$ cat config.mk
export PLATFORM = sky130hd
export DESIGN_NAME = hpg_gpio_bank
export DESIGN_NICKNAME = d
export VERILOG_FILES = /design/src/hdl/hpg_pkg.sv /design/src/hdl/hpg_gpio_bank.sv
export SDC_FILE = /design/constraint.sdc
export NUM_CORES = 1
export LEC_CHECK = 0
export BUFFER_PORTS_ARGS = -buffer_cell sky130_fd_sc_hd__buf_2
export CAP_MARGIN = 20
export CORE_UTILIZATION = 50
export CTS_BUF_LIST = sky130_fd_sc_hd__clkbuf_4 sky130_fd_sc_hd__clkbuf_8
export DETAILED_ROUTE_END_ITERATION = 6
export PLACE_DENSITY = 0.74
export RECOVER_POWER = 25
export SLEW_MARGIN = 10
export SYNTH_ARGS = -nofsm -noshare
export SYNTH_HDL_FRONTEND = slang
export SYNTH_SLANG_ARGS = --single-unit
$ cat constraint.sdc
create_clock -name clk -period 2 [get_ports clk]
set_clock_uncertainty 0.1 [all_clocks]
set_input_delay 0.3 -clock clk [delete_from_list [all_inputs] [get_ports clk]]
set_output_delay 0.3 -clock clk [all_outputs]
set_load 0.03 [all_outputs]
$ cat src/hdl/hpg_pkg.sv
// Package for the high-port GPIO bank: offsets, reset values and carriers.
package hpg_pkg;

    timeunit 1ns;
    timeprecision 1ns;

    localparam int          HPG_ADDR_W        = 8;
    localparam int          HPG_DATA_W        = 8;
    localparam int          HPG_NUM_PORTS     = 4;
    localparam int          HPG_PIN_W         = 32;

    localparam logic [7:0]  HPG_OFS_PORT4     = 8'h84;
    localparam logic [7:0]  HPG_OFS_PORT5     = 8'h85;
    localparam logic [7:0]  HPG_OFS_PORT6     = 8'h86;
    localparam logic [7:0]  HPG_OFS_PORT7     = 8'h96;
    localparam logic [7:0]  HPG_OFS_MODE      = 8'hb5;
    localparam logic [7:0]  HPG_OFS_XBAR2     = 8'he3;

    localparam logic [7:0]  HPG_RST_LATCH     = 8'hff;
    localparam logic [7:0]  HPG_RST_MODE      = 8'h00;
    localparam logic [7:0]  HPG_RST_XBAR2     = 8'h00;

    localparam int          HPG_PUD_BIT       = 7;
    localparam int          HPG_EMLE_BIT      = 1;

    // Pin positions within the 32-bit pin vector: port4 at bits 7..0.
    localparam int          HPG_WR_PIN        = 7;
    localparam int          HPG_RD_PIN        = 6;
    localparam int          HPG_ALE_PIN       = 5;
    localparam int          HPG_P5_LSB        = 8;
    localparam int          HPG_P6_LSB        = 16;
    localparam int          HPG_P7_LSB        = 24;

    typedef struct packed {
        logic [HPG_ADDR_W-1:0] addr;
        logic [HPG_DATA_W-1:0] wdata;
        logic                  wr;
        logic                  rd;
        logic                  rmw;
    } hpg_bus_type;

    typedef struct packed {
        logic        active;
        logic        muxed;
        logic        read;
        logic        wr_n;
        logic        rd_n;
        logic        ale;
        logic [15:0] addr;
        logic [7:0]  wdata;
    } hpg_external_memory_interface_type;

endpackage : hpg_pkg

$ cat src/hdl/hpg_gpio_bank.sv
// High-port GPIO bank: latches, nibble drive modes, pull-ups, memory override.
//
// Behaviour
// - Open-drain latch 0 pulls low, 1 releases.
// - Each mode bit covers a four-pin nibble.
// - Mode bit 7 is port7 high nibble, 1=push-pull.
// - Pull-ups on by default, global disable bit.
// - Pull-up off while pin drives low.
// - Memory interface overrides latches during moves.
// - Memory reads release data pins; modes kept.
// - Latch writes appear on the pins.
// - Normal reads return synchronised pin levels.
// - Port4 pins 7..5 carry write, read, latch strobes.
// - Port5 carries upper address in non-multiplexed mode.
// - Port6 carries upper or lower address byte.
// - Port7 carries address/data or data byte.
// - Read-modify-write reads return latch contents.
module hpg_gpio_bank
    import hpg_pkg::*;
(
    // Clock, reset and enable.
    input  wire logic                  clk,
    input  wire logic                  resetn,
    input  wire logic                  clk_en,
    // Register bus.
    input  wire hpg_bus_type           bus,
    output logic [HPG_DATA_W-1:0]      rdata,
    // Memory interface request.
    input  wire hpg_external_memory_interface_type          external_memory_interface,
    // Pins.
    input  wire logic [HPG_PIN_W-1:0]  pin_in,
    output logic [HPG_PIN_W-1:0]       pin_out,
    output logic [HPG_PIN_W-1:0]       pin_oe_n,
    output logic [HPG_PIN_W-1:0]       pullup_en,
    output logic                       external_memory_interface_read_data,
    output logic [HPG_DATA_W-1:0]      external_memory_interface_rdata
);
    timeunit 1ns;
    timeprecision 1ns;

    typedef struct packed {
        logic [HPG_NUM_PORTS-1:0][7:0] latch;
        logic [7:0]                    mode;
        logic [7:0]                    xbar2;
        logic [HPG_PIN_W-1:0]          sync1;
        logic [HPG_PIN_W-1:0]          sync2;
        logic [HPG_PIN_W-1:0]          sync3;
        logic [HPG_PIN_W-1:0]          level;
        logic [7:0]                    rdata;
        logic [HPG_PIN_W-1:0]          pin_out;
        logic [HPG_PIN_W-1:0]          pin_oe_n;
        logic [HPG_PIN_W-1:0]          pullup_en;
        logic                          external_memory_interface_read_data;
        logic [7:0]                    external_memory_interface_rdata;
    } hpg_state_type;

    hpg_state_type state_q;
    hpg_state_type state_d;

    logic [HPG_PIN_W-1:0]          latch_flat;
    logic [HPG_PIN_W-1:0]          push_pull;
    logic [HPG_PIN_W-1:0]          external_memory_interface_mask;
    logic [HPG_PIN_W-1:0]          external_memory_interface_val;
    logic [HPG_PIN_W-1:0]          drv_val;
    logic [HPG_PIN_W-1:0]          drv_oe_n;
    logic [HPG_PIN_W-1:0]          data_release;
    logic [HPG_PIN_W-1:0]          drives_low;
    logic [HPG_PIN_W-1:0]          pull_next;
    logic [HPG_PIN_W-1:0]          level_next;
    logic [HPG_NUM_PORTS-1:0][7:0] port_level;
    logic [HPG_NUM_PORTS-1:0][7:0] port_rback;
    logic                          external_memory_interface_addr_phase;
    logic                          external_memory_interface_release;
    logic                          pullup_off;

    assign latch_flat      = state_q.latch;
    assign pullup_off      = state_q.xbar2[HPG_PUD_BIT];
    // A multiplexed address phase still drives port7 during a read.
    assign external_memory_interface_addr_phase = external_memory_interface.muxed && external_memory_interface.ale;
    assign external_memory_interface_release    = external_memory_interface.active && external_memory_interface.read && !external_memory_interface_addr_phase;

    // Per-pin drive, pull-up and input qualification.
    genvar g;
    generate
        for (g = 0; g < HPG_PIN_W; g++) begin : g_pin
            // One mode bit per nibble; pin n uses mode bit n/4.
            assign push_pull[g]    = state_q.mode[g/4];
            // The interface value wins on the pins it owns.
            assign drv_val[g]      = external_memory_interface_mask[g] ? external_memory_interface_val[g]
                                                  : latch_flat[g];
            // Only the port7 data byte is freed by a read.
            assign data_release[g] = external_memory_interface_release && (g >= HPG_P7_LSB);
            // Push-pull drives both levels; open-drain drives only a zero.
            assign drv_oe_n[g]     = data_release[g]
                                     || (!push_pull[g] && drv_val[g]);
            assign drives_low[g]   = !drv_oe_n[g] && !drv_val[g];
            // A pin driving low never fights its own pull-up.
            assign pull_next[g]    = !pullup_off && !drives_low[g];
            // A new level counts once stages two and three agree.
            assign level_next[g]   = (state_q.sync2[g] == state_q.sync3[g])
                                     ? state_q.sync3[g] : state_q.level[g];
        end
    endgenerate

    // Per-port read-back values.
    genvar p;
    generate
        for (p = 0; p < HPG_NUM_PORTS; p++) begin : g_port
            assign port_level[p] = state_q.level[8*p +: 8];
            // A read-modify-write read sees the latch, not the pins.
            assign port_rback[p] = bus.rmw ? state_q.latch[p]
                                           : port_level[p];
        end
    endgenerate

    // Memory-interface pin map and values.
    always_comb begin
        external_memory_interface_mask = '0;
        external_memory_interface_val  = '0;
        if (external_memory_interface.active) begin
            external_memory_interface_mask[HPG_WR_PIN]  = 1'b1;
            external_memory_interface_mask[HPG_RD_PIN]  = 1'b1;
            external_memory_interface_mask[HPG_ALE_PIN] = 1'b1;
            external_memory_interface_val[HPG_WR_PIN]   = external_memory_interface.wr_n;
            external_memory_interface_val[HPG_RD_PIN]   = external_memory_interface.rd_n;
            external_memory_interface_val[HPG_ALE_PIN]  = external_memory_interface.ale;
            external_memory_interface_mask[HPG_P6_LSB +: 8] = 8'hff;
            external_memory_interface_mask[HPG_P7_LSB +: 8] = 8'hff;
            if (external_memory_interface.muxed) begin
                external_memory_interface_val[HPG_P6_LSB +: 8] = external_memory_interface.addr[15:8];
                external_memory_interface_val[HPG_P7_LSB +: 8] = external_memory_interface.ale ? external_memory_interface.addr[7:0]
                                                     : external_memory_interface.wdata;
            end else begin
                external_memory_interface_mask[HPG_P5_LSB +: 8] = 8'hff;
                external_memory_interface_val[HPG_P5_LSB +: 8]  = external_memory_interface.addr[15:8];
                external_memory_interface_val[HPG_P6_LSB +: 8]  = external_memory_interface.addr[7:0];
                external_memory_interface_val[HPG_P7_LSB +: 8]  = external_memory_interface.wdata;
            end
        end
    end

    always_comb begin
        state_d = state_q;
        // Three-flop pin synchroniser; level changes when stages 2 and 3 agree.
        state_d.sync1 = pin_in;
        state_d.sync2 = state_q.sync1;
        state_d.sync3 = state_q.sync2;
        state_d.level = level_next;
        state_d.rdata = 8'h00;
        if (bus.wr) begin
            unique case (bus.addr)
                HPG_OFS_PORT4: state_d.latch[0] = bus.wdata;
                HPG_OFS_PORT5: state_d.latch[1] = bus.wdata;
                HPG_OFS_PORT6: state_d.latch[2] = bus.wdata;
                HPG_OFS_PORT7: state_d.latch[3] = bus.wdata;
                HPG_OFS_MODE:  state_d.mode     = bus.wdata;
                HPG_OFS_XBAR2: state_d.xbar2    = bus.wdata;
                default: ;
            endcase
        end
        if (bus.rd) begin
            unique case (bus.addr)
                HPG_OFS_PORT4: state_d.rdata = port_rback[0];
                HPG_OFS_PORT5: state_d.rdata = port_rback[1];
                HPG_OFS_PORT6: state_d.rdata = port_rback[2];
                HPG_OFS_PORT7: state_d.rdata = port_rback[3];
                HPG_OFS_MODE:  state_d.rdata = state_q.mode;
                HPG_OFS_XBAR2: state_d.rdata = state_q.xbar2;
                default:       state_d.rdata = 8'h00;
            endcase
        end
        state_d.pin_out  = drv_val;
        state_d.pin_oe_n = drv_oe_n;
        state_d.pullup_en      = pull_next;
        state_d.external_memory_interface_read_data = external_memory_interface.active && external_memory_interface.read;
        state_d.external_memory_interface_rdata     = port_level[HPG_NUM_PORTS-1];
    end

    always_ff @(posedge clk or negedge resetn) begin
        if (!resetn) begin
            state_q.latch          <= {HPG_NUM_PORTS{HPG_RST_LATCH}};
            state_q.mode           <= HPG_RST_MODE;
            state_q.xbar2          <= HPG_RST_XBAR2;
            state_q.sync1          <= '1;
            state_q.sync2          <= '1;
            state_q.sync3          <= '1;
            state_q.level          <= '1;
            state_q.rdata          <= 8'h00;
            state_q.pin_out        <= '1;
            state_q.pin_oe_n       <= '1;
            state_q.pullup_en      <= '1;
            state_q.external_memory_interface_read_data <= 1'b0;
            state_q.external_memory_interface_rdata     <= 8'h00;
        end else if (clk_en) begin
            state_q <= state_d;
        end
    end

    assign rdata          = state_q.rdata;
    assign pin_out        = state_q.pin_out;
    assign pin_oe_n       = state_q.pin_oe_n;
    assign pullup_en      = state_q.pullup_en;
    assign external_memory_interface_read_data = state_q.external_memory_interface_read_data;
    assign external_memory_interface_rdata     = state_q.external_memory_interface_rdata;

endmodule : hpg_gpio_bank

==> metrics <==
Post-Syn Nets 1197; Yosys top cell by area dfstp_2; routed vias 9050; period utilisation layout 88.72%; Routed wire per std cell 19.94 um; Post-synth top flop dfstp_2; DP HPWL 23.42 mm; # clock sinks 289; Final Util 59.63%; WP data arrival 2.08 ns; Power per Cell Area 1022 nW/um^2; register area share after synthesis 56.80%; final hold vios 0; reg-to-reg slack, setup 0.23 ns; setup ws final 0.2256 ns; Setup Fix Bufs, Post-CTS 0; Core ar. 26060 sq um; Setup Viol. Count Final 0; Layout Cells excl Fill 1655; Via density 5.468; Cells after Synth 1113; crit-path max FO 5; # H-tree levels 2; max-capacitance violation count 0; total chip power 0.01588 W; Tmin final 1.774 ns; CTS root buf clkbuf_8; worst-margin pin slew 0.9478 ns; die height 165.1 um; Top Ports 197; Num CTS Buffers 49; largest net degree at the start of global routing 87; post-CTS sizing 0; post-route ant nets 0; Clock Pin Slew Worst Setup and Hold Paths 0.06 ns; dpl cells 1520; Max VDD drop 0.0007436 V; Setup CP Type register to register; Final Max Tran Viols 0; share of cells above drive strength 1 55.61%; Required @ worst endpoint 2.31 ns; Overall Global Routing Usage 24.44%; row count 59; GR Overflow Total 0; pre-CTS setup slack 0.004557 ns; fin nets 1363; Worst Hold Class input pin to register; DRT Pass-1 Iters 6; library cells used by synthesis 47; Initial Util 51.03%; static leakage 6.762 nW; Post-Syn Area 13300 sq um; number of synthesized flops with an enable pin 0; YS warnings 0; clock tree from TritonCTS done; Syn Area/Cell 11.95 sq um; final wirelength 33.00 mm; CTS max path bufs 3; Die Area 27250 sq um; Setup crit end kind register; input/output buffers 196; setup TNS 0 ns; DR DRC count 0; Peak Freq 563.6 MHz; outcome finished, final reports clean; Async S/R FF share, synth 100.0%; worst relative slew slack 36.81%; crit start category register; Layout Area Growth over Synthesis 16.86%; initial antenna violation count 2; RSZ-0062 raised after global routing no; Clk Latency, worst-skew pair 0.56 ns; Synth area leaders dfstp_2 (51%), mux2_2 (10%), buf_4 (6.3%), dfrtp_1 (6.2%), o21ai_0 (5.1%); vias in the first global route 8876; routability cong. 0.9178; DRT iter0 DRCs 697; synthesis-stage register bit count 289; Post-CTS Hold Fix Bufs 43; Die X 165.1 um; first-pass GRT wire length 50.46 mm; post-synth top area share 50.59%
-- where the power goes --
part           internal, W  leakage (nW)  switching, W
Sequential         0.00719          3.11      0.000680
Combinational      0.00100          3.07       0.00146
Clock              0.00321         0.572       0.00234
-- cell usage after synthesis, types with 6 or more instances --
master,count
mux2i_1,33
buf_1,6
nand3_1,15
mux4_2,8
o21ai_0,136
nor2_1,18
buf_2,16
clkbuf_1,35
a21oi_1,50
nand3b_1,11
nand2_1,71
a21boi_0,13
buf_4,112
o2bb2ai_1,39
mux2_2,122
a32oi_1,7
dfstp_2,256
dfrtp_1,33
o211ai_1,13
mux2_4,8
inv_1,59
and3_1,8
-- flip-flops by register name (all words and copies together) (netlist names) --
signal / count
state_d: 64
state_q: 39
pin_oe_n: 32
pin_out: 32
port_level: 32
pullup_en: 32
latch_flat: 27
external_memory_interface_rdata: 8
push_pull: 8
rdata: 8
drv_val: 5
external_memory_interface_read_data: 1
pullup_off: 1
-- critical path, stage by stage, from the launching register on --
cell and delay (ns):
dfstp_2 0.41, mux4_2 0.44, and3_1 0.19, a2111oi_0 0.37, a21oi_1 0.12
-- final cells by class --
type                       count  area (sq um)
multi-input combinational    594          4433
fill                        2110         10520
timing repair buffer         285          1832
clock inverter                11         60.06
antenna                        2         5.005
tap                          335         419.2
clock buffer                  79          1012
inverter                      60         225.2
sequential                   289          7552
-- layout by cell type, fill, tap and decap left out, drive strengths merged, types with 15 or more instances in the layout --
cell and count:
mux2i 33, inv 60, nand3 15, mux2 130, clkbuf 86, o2bb2ai 39
o21ai 136, buf 235, nand2 71, nor2 19, dlygate4sd3 43, dfrtp 33
dfstp 256, a21oi 50
-- cell families after synthesis --
logic type,count (synthesis),share of synthesized area [%]
AOI/OAI and AO/OA,273,12.43
buffers and inverters,230,9.862
DFF,289,56.80
muxes,171,15.07
and+or+nand+nor,150,5.834
-- layer usage --
layer | up-vias | GRT usage, % | routed length, um
li1 | 4138 | - | -
met1 | 4532 | 34.34 | 14830
met2 | 337 | 38.36 | 15300
met3 | 43 | 4.695 | 2197
met4 | 0 | 7.465 | 670
met5 | - | 0 | 0
-- final timing paths --
| path | startpoint | to | depth (start not counted) |
|---|---|---|---|
| max | drv_val[1]$_DFFE_PN1P_ | rdata[1]$_DFFE_PN0P_ | 4 |
| min | external_memory_interface[26] | pullup_en[7]$_DFFE_PN1P_ | 3 |
| max reg2reg | drv_val[1]$_DFFE_PN1P_ | rdata[1]$_DFFE_PN0P_ | 4 |
| min reg2reg | pullup_en[1]$_DFFE_PN1P_ | pullup_en[1]$_DFFE_PN1P_ | 2 |
| max in group asynchronous | resetn | external_memory_interface_rdata[5]$_DFFE_PN0P_ | 3 |
| min in group asynchronous | resetn | state_q[244]$_DFFE_PN0P_ | 2 |
-- stage by stage --
stage | hold slack, ns | cell area (sq um)
final | 0.02789 | 15540
after global routing | 0.01006 | 15540
after CTS | 0.004771 | 15590
after detailed placement | 0.1531 | 14090
after global placement | 0.1508 | 14090
after floorplan | -0.09559 | 13300
(Power assumes the default switching activity.)
